`src/pkg/rad_pkg.sv`:
```
/*
 * Constants, types and helpers for the remote I2C alias decoder.
 * Assumes a single 200 MHz clock domain and byte-wide register access.
 */
package rad_pkg;

    localparam int RAD_PORTS = 4;
    localparam int RAD_SLOTS = 3;

    localparam logic [7:0] RAD_OFS_PORT_SEL = 8'h4C;
    localparam logic [7:0] RAD_OFS_ALIAS0 = 8'h65;
    localparam logic [7:0] RAD_OFS_ALIAS1 = 8'h66;
    localparam logic [7:0] RAD_OFS_ALIAS2 = 8'h67;

    localparam logic [7:0] RAD_ALIAS_RESET = 8'h00;
    localparam logic [7:0] RAD_PORT_SEL_RESET = 8'h00;
    localparam logic [7:0] RAD_READ_UNMAPPED = 8'h00;

    // Field positions inside an alias byte
    localparam int RAD_ALIAS_MSB = 7;
    localparam int RAD_ALIAS_LSB = 1;
    localparam int RAD_AUTO_ACK_BIT = 0;
    // Port index field of the port select byte
    localparam int RAD_PSEL_MSB = 1;
    localparam int RAD_PSEL_LSB = 0;

    localparam logic [6:0] RAD_ALIAS_DISABLED = 7'h00;
    localparam logic [6:0] RAD_ADDR_NONE = 7'h00;

    typedef logic [1:0] rad_port_t;
    typedef logic [1:0] rad_slot_t;
    typedef logic [6:0] rad_addr_t;
    typedef logic [7:0] rad_byte_t;

    localparam rad_port_t RAD_PORT_RESET = 2'h0;
    localparam rad_slot_t RAD_SLOT_RESET = 2'h0;

    typedef enum logic [1:0] {
        RAD_SLOT0,
        RAD_SLOT1,
        RAD_SLOT2,
        RAD_SLOT_NONE
    } rad_hit_t;

    // Alias field of a slot byte
    function automatic rad_addr_t radAliasOf(input rad_byte_t b);
        return b[RAD_ALIAS_MSB:RAD_ALIAS_LSB];
    endfunction

    // A slot matches only when enabled; zero alias never matches
    function automatic logic radSlotHit(input rad_byte_t b, input rad_addr_t a);
        return (radAliasOf(b) != RAD_ALIAS_DISABLED) && (radAliasOf(b) == a);
    endfunction

    // Register offset to slot index, RAD_SLOT_NONE when not an alias byte
    function automatic rad_hit_t radSlotOfOffset(input rad_byte_t ofs);
        unique case (ofs)
            RAD_OFS_ALIAS0: return RAD_SLOT0;
            RAD_OFS_ALIAS1: return RAD_SLOT1;
            RAD_OFS_ALIAS2: return RAD_SLOT2;
            default: return RAD_SLOT_NONE;
        endcase
    endfunction

endpackage

```
`src/pkg/rad_match_if.sv`:
```
/*
 * Carrier between the decoder top and its alias matcher.
 * Assumes both ends sit in the same clock domain.
 */
`timescale 1ns/1ps
interface rad_match_if;
    import rad_pkg::*;

    rad_byte_t aliasByte [RAD_SLOTS];
    rad_addr_t txnAddr;
    logic hit;
    rad_slot_t slot;
    logic autoAck;

    modport top (
        output aliasByte,
        output txnAddr,
        input hit,
        input slot,
        input autoAck
    );

    modport matcher (
        input aliasByte,
        input txnAddr,
        output hit,
        output slot,
        output autoAck
    );
endinterface

```
`src/rtl/rad_alias_match.sv`:
```
/*
 * Combinational alias matcher for the three slots of one receive port.
 * Assumes the top presents the alias bytes of the port that owns the
 * transaction; lowest slot wins if software programs duplicate aliases.
 */
`timescale 1ns/1ps
module rad_alias_match
    import rad_pkg::*;
(
    rad_match_if.matcher m
);

    always_comb begin
        m.hit = 1'b0;
        m.slot = 2'h0;
        m.autoAck = 1'b0;
        for (int s = RAD_SLOTS - 1; s >= 0; s--) begin
            if (radSlotHit(m.aliasByte[s], m.txnAddr)) begin
                m.hit = 1'b1;
                m.slot = 2'(s);
                m.autoAck = m.aliasByte[s][RAD_AUTO_ACK_BIT];
            end
        end
    end

endmodule // rad_alias_match

```
`src/rtl/rad_alias_decoder.sv`:
```
/*
 * Remote I2C alias decoder: per-port alias registers for three remote
 * target slots, alias match, remap to physical address, auto-acknowledge.
 * Assumes the device I2C target core delivers decoded register accesses
 * on the reg* port and decoded transaction addresses on the txn* port.
 * Physical addresses come from companion registers outside this block.
 */
`timescale 1ns/1ps

// Functional notes
// - Alias registers per port, chosen by port select
// - Bits 7:1 hold alias compared to address
// - Matched alias is replaced by physical address
// - Zero alias disables slot completely
// - Auto-ack bit acknowledges writes that match the slot, never reads
// - Slots at 0x65..0x67, reset to zero
// - Physical address is 7 bits, bits 7:1
module rad_alias_decoder
    import rad_pkg::*;
(
    input wire logic ref_clk,
    input wire logic rst,
    input wire logic regWrEn,
    input wire logic regRdEn,
    input wire logic [7:0] regAddr,
    input wire logic [7:0] regWrData,
    output logic [7:0] regRdData,
    output logic regRdValid,
    input wire logic [7:0] physicalAddrSlot0 [RAD_PORTS],
    input wire logic [7:0] physicalAddrSlot1 [RAD_PORTS],
    input wire logic [7:0] physicalAddrSlot2 [RAD_PORTS],
    input wire logic txnValid,
    input wire logic [1:0] txnPort,
    input wire logic [6:0] txnAddr,
    input wire logic txnRead,
    output logic fwdValid,
    output logic [6:0] fwdAddr,
    output logic [1:0] fwdPort,
    output logic [1:0] fwdSlot,
    output logic fwdRead,
    output logic autoAck,
    output logic txnMiss,
    output logic [7:0] aliasAddrSlot0,
    output logic [7:0] aliasAddrSlot1,
    output logic [7:0] aliasAddrSlot2
);

    ////////////////////////////////////////////////////////////////////////
    // Register file

    rad_byte_t alias_r [RAD_PORTS][RAD_SLOTS];
    rad_byte_t alias_nxt [RAD_PORTS][RAD_SLOTS];
    rad_byte_t portSel_r;
    rad_byte_t portSel_nxt;
    rad_byte_t rdData_r;
    rad_byte_t rdData_nxt;
    logic rdValid_r;
    logic rdValid_nxt;
    rad_port_t selPort;
    rad_hit_t wrSlot;
    rad_hit_t rdSlot;
    logic selHit;

    assign selHit = (regAddr == RAD_OFS_PORT_SEL);
    assign selPort = portSel_r[RAD_PSEL_MSB:RAD_PSEL_LSB];
    assign wrSlot = radSlotOfOffset(regAddr);
    assign rdSlot = radSlotOfOffset(regAddr);

    // Writes land in the copy of the selected port
    always_comb begin
        alias_nxt = alias_r;
        portSel_nxt = portSel_r;
        if (regWrEn) begin
            if (selHit) begin
                portSel_nxt = regWrData;
            end else if (wrSlot != RAD_SLOT_NONE) begin
                alias_nxt[selPort][wrSlot] = regWrData;
            end
        end
    end

    // Same-cycle write is not seen by the read
    always_comb begin
        rdData_nxt = rdData_r;
        rdValid_nxt = regRdEn;
        if (regRdEn) begin
            if (selHit) begin
                rdData_nxt = portSel_r;
            end else if (rdSlot != RAD_SLOT_NONE) begin
                rdData_nxt = alias_r[selPort][rdSlot];
            end else begin
                rdData_nxt = RAD_READ_UNMAPPED;
            end
        end
    end

    // Write side
    always_ff @(posedge ref_clk or posedge rst) begin
        if (rst) begin
            for (int p = 0; p < RAD_PORTS; p++) begin
                for (int s = 0; s < RAD_SLOTS; s++) begin
                    alias_r[p][s] <= RAD_ALIAS_RESET;
                end
            end
            portSel_r <= RAD_PORT_SEL_RESET;
        end else begin
            alias_r <= alias_nxt;
            portSel_r <= portSel_nxt;
        end
    end

    // Read side
    always_ff @(posedge ref_clk or posedge rst) begin
        if (rst) begin
            rdData_r <= RAD_READ_UNMAPPED;
            rdValid_r <= 1'b0;
        end else begin
            rdData_r <= rdData_nxt;
            rdValid_r <= rdValid_nxt;
        end
    end

    assign regRdData = rdData_r;
    assign regRdValid = rdValid_r;
    assign aliasAddrSlot0 = alias_r[selPort][0];
    assign aliasAddrSlot1 = alias_r[selPort][1];
    assign aliasAddrSlot2 = alias_r[selPort][2];

    ////////////////////////////////////////////////////////////////////////
    // Alias match on the transaction's own port

    rad_match_if mIf ();

    always_comb begin
        for (int s = 0; s < RAD_SLOTS; s++) begin
            mIf.aliasByte[s] = alias_r[txnPort][s];
        end
        mIf.txnAddr = txnAddr;
    end

    rad_alias_match uMatch (
        .m(mIf.matcher)
    );

    ////////////////////////////////////////////////////////////////////////
    // Remap and forward

    rad_byte_t physByte;
    logic fwdValid_r;
    logic fwdValid_nxt;
    rad_addr_t fwdAddr_r;
    rad_addr_t fwdAddr_nxt;
    rad_port_t fwdPort_r;
    rad_port_t fwdPort_nxt;
    rad_slot_t fwdSlot_r;
    rad_slot_t fwdSlot_nxt;
    logic fwdRead_r;
    logic fwdRead_nxt;
    logic autoAck_r;
    logic autoAck_nxt;
    logic miss_r;
    logic miss_nxt;

    // Physical byte of the matched slot on the transaction's port
    always_comb begin
        unique case (mIf.slot)
            2'h0: physByte = physicalAddrSlot0[txnPort];
            2'h1: physByte = physicalAddrSlot1[txnPort];
            default: physByte = physicalAddrSlot2[txnPort];
        endcase
    end

    always_comb begin
        fwdValid_nxt = 1'b0;
        fwdAddr_nxt = fwdAddr_r;
        fwdPort_nxt = fwdPort_r;
        fwdSlot_nxt = fwdSlot_r;
        fwdRead_nxt = fwdRead_r;
        autoAck_nxt = 1'b0;
        miss_nxt = 1'b0;
        if (txnValid) begin
            if (mIf.hit) begin
                fwdValid_nxt = 1'b1;
                fwdAddr_nxt = radAliasOf(physByte);
                fwdPort_nxt = txnPort;
                fwdSlot_nxt = mIf.slot;
                fwdRead_nxt = txnRead;
                autoAck_nxt = mIf.autoAck && !txnRead;
            end else begin
                miss_nxt = 1'b1;
            end
        end
    end

    always_ff @(posedge ref_clk or posedge rst) begin
        if (rst) begin
            fwdValid_r <= 1'b0;
            fwdAddr_r <= RAD_ADDR_NONE;
            fwdPort_r <= RAD_PORT_RESET;
            fwdSlot_r <= RAD_SLOT_RESET;
            fwdRead_r <= 1'b0;
            autoAck_r <= 1'b0;
            miss_r <= 1'b0;
        end else begin
            fwdValid_r <= fwdValid_nxt;
            fwdAddr_r <= fwdAddr_nxt;
            fwdPort_r <= fwdPort_nxt;
            fwdSlot_r <= fwdSlot_nxt;
            fwdRead_r <= fwdRead_nxt;
            autoAck_r <= autoAck_nxt;
            miss_r <= miss_nxt;
        end
    end

    assign fwdValid = fwdValid_r;
    assign fwdAddr = fwdAddr_r;
    assign fwdPort = fwdPort_r;
    assign fwdSlot = fwdSlot_r;
    assign fwdRead = fwdRead_r;
    assign autoAck = autoAck_r;
    assign txnMiss = miss_r;

endmodule // rad_alias_decoder

```
`config.mk`:
```
export PLATFORM = sky130hd
export DESIGN_NAME = rad_alias_decoder
export DESIGN_NICKNAME = d
export VERILOG_FILES = /design/src/pkg/rad_pkg.sv /design/src/pkg/rad_match_if.sv /design/src/rtl/rad_alias_match.sv /design/src/rtl/rad_alias_decoder.sv
export SDC_FILE = /design/constraint.sdc
export NUM_CORES = 1
export LEC_CHECK = 0
export BUFFER_PORTS_ARGS = -buffer_cell sky130_fd_sc_hd__buf_4
export CAP_MARGIN = 30
export CELL_PAD_IN_SITES_DETAIL_PLACEMENT = 1
export CELL_PAD_IN_SITES_GLOBAL_PLACEMENT = 2
export CORE_ASPECT_RATIO = 1.1
export CORE_MARGIN = 5
export CORE_UTILIZATION = 40
export CTS_BUF_LIST = sky130_fd_sc_hd__clkbuf_4 sky130_fd_sc_hd__clkbuf_8 sky130_fd_sc_hd__clkbuf_16
export DETAILED_ROUTE_END_ITERATION = 16
export PLACE_DENSITY = 0.95
export SLEW_MARGIN = 5
export SYNTH_ARGS = -nofsm -noshare
export SYNTH_HDL_FRONTEND = slang
export SYNTH_HIERARCHICAL = 1
export SYNTH_SLANG_ARGS = --single-unit
```
`constraint.sdc`:
```
create_clock -name ref_clk -period 9.44 [get_ports ref_clk]
set_input_delay 1.416 -clock ref_clk [delete_from_list [all_inputs] [get_ports ref_clk]]
set_output_delay 1.416 -clock ref_clk [all_outputs]
set_load 0.02 [all_outputs]
```
==> results of run 1 <==
==> registers in the layout, summed over array words and instances (netlist names) <==
register / cells
txnMiss: 1
regRdValid: 1
portSel_r: 8
regRdData: 8
alias_r: 96
fwdSlot: 2
fwdValid: 1
fwdAddr: 7
fwdRead: 1
autoAck: 1
fwdPort: 2
==> synthesized netlist by cell type (4+ instances only) <==
master | instances | area [um2]
clkbuf_1 | 15 | 56.3
nor2_2 | 5 | 31.3
o22ai_1 | 12 | 75.1
a22oi_1 | 4 | 30.0
mux2_4 | 9 | 135
nor4_1 | 4 | 25.0
dfrtp_1 | 128 | 3200
buf_6 | 5 | 56.3
a31oi_1 | 4 | 25.0
nor2_1 | 8 | 30.0
nand2_1 | 26 | 97.6
nor2b_1 | 10 | 62.6
mux2_2 | 96 | 1080
xor2_1 | 10 | 87.6
xnor2_1 | 10 | 87.6
or2_2 | 7 | 43.8
mux4_2 | 61 | 1370
o21ai_1 | 4 | 20.0
a21oi_1 | 23 | 115
o21ai_0 | 8 | 40.0
mux2i_1 | 19 | 190
buf_2 | 12 | 60.1
==> layer usage <==
metal	GRT usage	vias up	share of wire
li1	-	2358	-
met1	0.260	2804	0.38
met5	0	-	0
met3	0.0625	23	0.077
met2	0.379	233	0.53
met4	0.0641	0	0.015
==> where the power goes <==
part           switching [mW]  total, mW  internal (mW)
registers             0.00805      0.567          0.558
clock network           0.242      0.651          0.409
logic                  0.0828      0.166         0.0834
==> worst max-delay path, delay by kind of cell <==
kind	cells	cell delay (ps)
AND/OR/NAND/NOR	7	1980
buffers and inverters	3	950
AO/OA/AOI/OAI	2	210
multiplexers	1	580
==> kinds of logic (layout without fill, tap and decap cells) <==
family	Yosys count	count (layout)	synth area share
AOI/OAI and AO/OA	60	60	0.0473
and+or+nand+nor	101	101	0.0952
muxes	186	186	0.375
xor gates and xnor gates	20	20	0.0235
DFF	128	128	0.431
buffers and inverters	38	203	0.0283
==> area by class of cell <==
type,instances,area share
Inverter,2,0.00106
Sequential cell,128,0.339
Clock buffer,22,0.0503
Clock inverter,10,0.0118
Timing Repair Buffer,169,0.139
Multi-Input combinational cell,367,0.427
Tap cell,243,0.0322
==> final timing paths <==
path                                                end  cells after the start              startpoint  slack [ps]
worst max-delay path             fwdAddr[5]$_DFFE_PP0P_                     13              txnPort[0]        4570
worst min-delay path             fwdSlot[0]$_DFFE_PP0P_                      2  fwdSlot[0]$_DFFE_PP0P_         480
worst max register to register   fwdAddr[5]$_DFFE_PP0P_                     11  alias_r[5]$_DFFE_PP0P_        5780
worst min register to register   fwdSlot[0]$_DFFE_PP0P_                      2  fwdSlot[0]$_DFFE_PP0P_         480
max in group asynchronous       alias_r[45]$_DFFE_PP0P_                      4                     rst        7160
min in group asynchronous       alias_r[81]$_DFFE_PP0P_                      2                     rst        1080
==> run metrics, run 1 <==
Post-synth top flop=dfrtp_1; slowest cell delay on critical path=just under 600 ps; Worst Slack Setup Final=4570 ps; most common library cell in the layout ignoring fill and taps=buf_4; initial core utilization=0.405; Netlist Area Pre-Place=0.00744 mm2; TritonCTS Buffers=17; slew at the pin closest to its max-slew limit=1040 ps; cell with the biggest individual delay on the critical path=mux4_2; worst clock skew=8.98 ps; Core Util, Final=0.515; overall power=about 1.4 mW; Hold Path Class=flop to flop; overall die height=153 um; number of nets in the synthesized netlist=660; final setup violation count=0; Pre-Repair DR Iteration Count=4; clock tree from TritonCTS=built; vias in the first global route=6207; async set-reset flop share out of synthesis=1.00; number of antenna diodes=0; maximum root-to-sink buffer count=2; maximum number of pins on one net before global-route repair=79; H-tree levels=4; count of input and output buffers=162; Vias/cell=5.76; GRT Resource Usage Total=0.217; Post-CTS Hold Fix Bufs=0; core region area=0.0183 mm2; Congestion Overflow GR=0; DRC violations left=0; Std-Cell Rows=52; setup bufs post-CTS=0; unrepaired setup endpoints after global routing=no; clock sink count=roughly 130; number of enable flip-flop cells after synthesis=0; clock-pin slew on the worst setup and hold paths=50 ps; sequential cell area=about 0.0032 mm2; width of the chip=140 um; time the final worst path needs with I/O delays and setup=between 4000 and 5000 ps; master cell of the clock root buffer=clkbuf_16; detailed-route wire length=~23 mm; Achievable Freq=205 MHz; average wire per cell in the routed design=about 24 um; DP HPWL=16.6 mm; total number of vias=5418; commonest cells after routing, fill and taps aside=166 x buf_4, 127 x dfrtp_1, 96 x mux2_2; antenna violations before repair=0; total number of yosys warnings=6; fraction of final layout cells sized beyond drive strength 1=0.572; Worst IR Drop VDD=135 uV; Max transition margin=0.307; Maximum Capacitance Violations=0; WP data required=between 9000 and 10000 ps; global-route wire length before repair=35.7 mm; result of the run=finished, final reports clean; hold violation count in the final report=0; sequential fraction of the synthesis area=0.431; Total Die Area=0.0214 mm2; CP Class=primary input to flop; remaining antenna violation count after routing=0; dpl cell area=slightly below 0.009 mm2; placed cells=between 900 and 1000; crit path max fanout=39; count of unique library cells instantiated by Yosys=55; Total Negative Setup Slacks=0 ps; source-to-sink clock delay at the later pin of the worst-skew pair=420 ps; ratio of total power to cell area=between 100 and 150 mW/mm2; Lkg Pwr=~4.5 nW; ratio of final minimum period to clock period=0.516; RePlAce Congestion=0.844; filler instances=1886; Startpoint Class=primary input; # resized after CTS=0; top-level port count=175; area added between synthesis and finish=27.1%; Post-layout nets=812; Seq cells post-synth=about 130; Place WS=between 3000 and 4000 ps; Initial DRC Count=271; worst hold slack=484 ps; data arrival time at the worst-slack endpoint=~5100 ps; sequence of cells on the critical path=buf_4 > buf_16 > mux4_2 > or4_4 > nor4_4 > nor3_1 > nand4b_1 > nand3b_1 > nand2_1 > inv_1 > and3_1 > a21oi_1 > o31ai_1; final slew viol count=0; mean post-synth cell area=roughly 14 um2; final instance area=0.00946 mm2; CP Capture Type=flop; multi-input combinational cell area=0.00403 mm2; Syn Inst Count=533; final non-filler cell total=941
Note: power is estimated with default switching activity, not from simulation.
==> inputs of run 2 (changes only) <==
- CORE_UTILIZATION: 40 -> 33
- PLACE_DENSITY: 0.95 -> 0.87
- clock period: 9.44 -> 4.31 ns (I/O delays scaled with it)
==> run 2 against run 1 <==
Die area rose by 20%. Global-route usage fell by 3.8 points. Utilization fell by 8.5 points. Worst hold slack got worse by 240 ps. Worst setup slack got worse by 3600 ps. Critical path type unchanged. Critical endpoint is now fwdAddr[1]$_DFFE_PP0P_. Highest routed layer unchanged.
==> run metrics, run 2 (synthesis results as in run 1) <==
final slew viol count=0; Maximum Capacitance Violations=0; TritonCTS Buffers=17; # resized after CTS=0; WP data required=4610 ps; DP HPWL=17.5 mm; top-level port count=175; slew at the pin closest to its max-slew limit=965 ps; final setup violation count=0; width of the chip=153 um; slowest cell delay on critical path=610 ps; maximum root-to-sink buffer count=2; cell with the biggest individual delay on the critical path=mux4_2; CP Class=primary input to flop; Achievable Freq=302 MHz; Worst IR Drop VDD=about 240 uV; result of the run=finished, final reports clean; Pre-Repair DR Iteration Count=4; Post-CTS Hold Fix Bufs=0; commonest cells after routing, fill and taps aside=171 x buf_4, 126 x dfrtp_1, 96 x mux2_2; Post-layout nets=817; sequence of cells on the critical path=buf_4 > mux4_2 > or4_4 > nor4_4 > nor3_1 > nand4b_1 > nor3b_2 > buf_4 > nor2_1 > a22oi_1 > a31oi_1 > o22ai_1; source-to-sink clock delay at the later pin of the worst-skew pair=420 ps; Initial DRC Count=235; startpoint of the most critical register-to-register path=alias_r[4]$_DFFE_PP0P_; worst hold slack=about 240 ps; sequential cell area=0.00321 mm2; max FFs per register=96; unrepaired setup endpoints after global routing=no; ratio of final minimum period to clock period=0.767; data arrival time at the worst-slack endpoint=3610 ps; multi-input combinational cell area=0.00403 mm2; detailed-route wire length=around 23 mm; count of input and output buffers=162; cell type with the highest occurrence count on the critical path=buf_4; Lkg Pwr=4.48 nW; total number of vias=5332; Startpoint Class=primary input; CP Capture Type=flop; destination of the worst register-to-register timing path=fwdAddr[1]$_DFFE_PP0P_; DRC violations left=0; filler instances=between 2000 and 2500; Std-Cell Rows=57; Vias/cell=5.34; master cell of the clock root buffer=clkbuf_16; cell family contributing the most delay on the critical path=simple AND/OR/NAND/NOR gates; vias in the first global route=6121; number of antenna diodes=0; antenna violations before repair=0; crit path buf inv count=2; RePlAce Congestion=0.830; ratio of total power to cell area=about 310 mW/mm2; global-route wire length before repair=35.7 mm; GRT Resource Usage Total=0.179; Total Negative Setup Slacks=0 ps; time the final worst path needs with I/O delays and setup=3310 ps; initial core utilization=0.335; maximum number of pins on one net before global-route repair=74; setup bufs post-CTS=0; hold violation count in the final report=0; Total Die Area=about 0.026 mm2; fraction of final layout cells sized beyond drive strength 1=0.576; worst clock skew=around 8.3 ps; area added between synthesis and finish=28.2%; overall die height=~170 um; crit path max fanout=22; remaining antenna violation count after routing=0; core region area=0.0222 mm2; Hold Path Class=primary input to async pin; most common library cell in the layout ignoring fill and taps=buf_4; Max transition margin=0.357; clock-pin slew on the worst setup and hold paths=60 ps; average wire per cell in the routed design=about 23 um; clock tree from TritonCTS=built; Congestion Overflow GR=0; H-tree levels=4; clock sink count=128; number of cells on the worst reg-to-reg path=11; Biggest register=alias_r; minimum setup slack among reg-to-reg paths=between 1000 and 1500 ps
run 2: cell types whose count changed in the layout (fill, tap and decap cells not counted):
cell	previous run	this run
buf_4	166	171
buf_12	0	3
buf_16	2	0
clkbuf_8	2	0
buf_8	1	0
clkbuf_4	3	4
clkinv_2	4	5
dfrtp_1	127	126
dfrtp_2	1	2
run 2: how the worst max path moves through the flow:
stage	depth (start not counted)	end	slack, ps	startpoint
floorplan	1	alias_r[0]$_DFFE_PP0P_	250	rst
global placement	12	fwdAddr[1]$_DFFE_PP0P_	520	txnPort[0]
detailed placement	12	fwdAddr[1]$_DFFE_PP0P_	530	txnPort[0]
CTS	12	fwdAddr[1]$_DFFE_PP0P_	970	txnPort[0]
global route	11	fwdAddr[3]$_DFFE_PP0P_	730	txnPort[0]
finish	12	fwdAddr[1]$_DFFE_PP0P_	1000	txnPort[0]
run 2: final cells by class:
class	count	share of cell area
Clock buffer	21	0.0478
Clock inverter	11	0.0122
Inverter	2	0.00105
Multi-Input combinational cell	367	0.423
Sequential cell	128	0.336
Tap cell	295	0.0387
Timing Repair Buffer	174	0.141
run 2: metal layers:
layer | up-vias | global-route usage | wire length [um]
li1 | 2362 | - | -
met1 | 2752 | 0.207 | 8780
met2 | 186 | 0.319 | 12000
met3 | 32 | 0.0511 | 1440
met4 | 0 | 0.0585 | 508
met5 | - | 0 | 0
run 2: metrics by stage:
stage               total power [mW]  std cells  instance area (um2)  setup slack, ps  utilization
global placement                1.62        964                 8920              520        0.402
global route                    3.09        998                 9530              729        0.430
finish                          2.99        998                 9530             1000        0.430
CTS                             3.02        997                 9510              973        0.429
floorplan                       1.45        533                 7440              251            -
detailed placement              1.63        965                 8940              535        0.403
run 2: where the power goes:
group          total [mW]  internal [mW]  switching, mW
clock network        1.39          0.870          0.517
logic               0.357          0.184          0.173
registers            1.25           1.22         0.0241
total                2.99           2.28          0.715
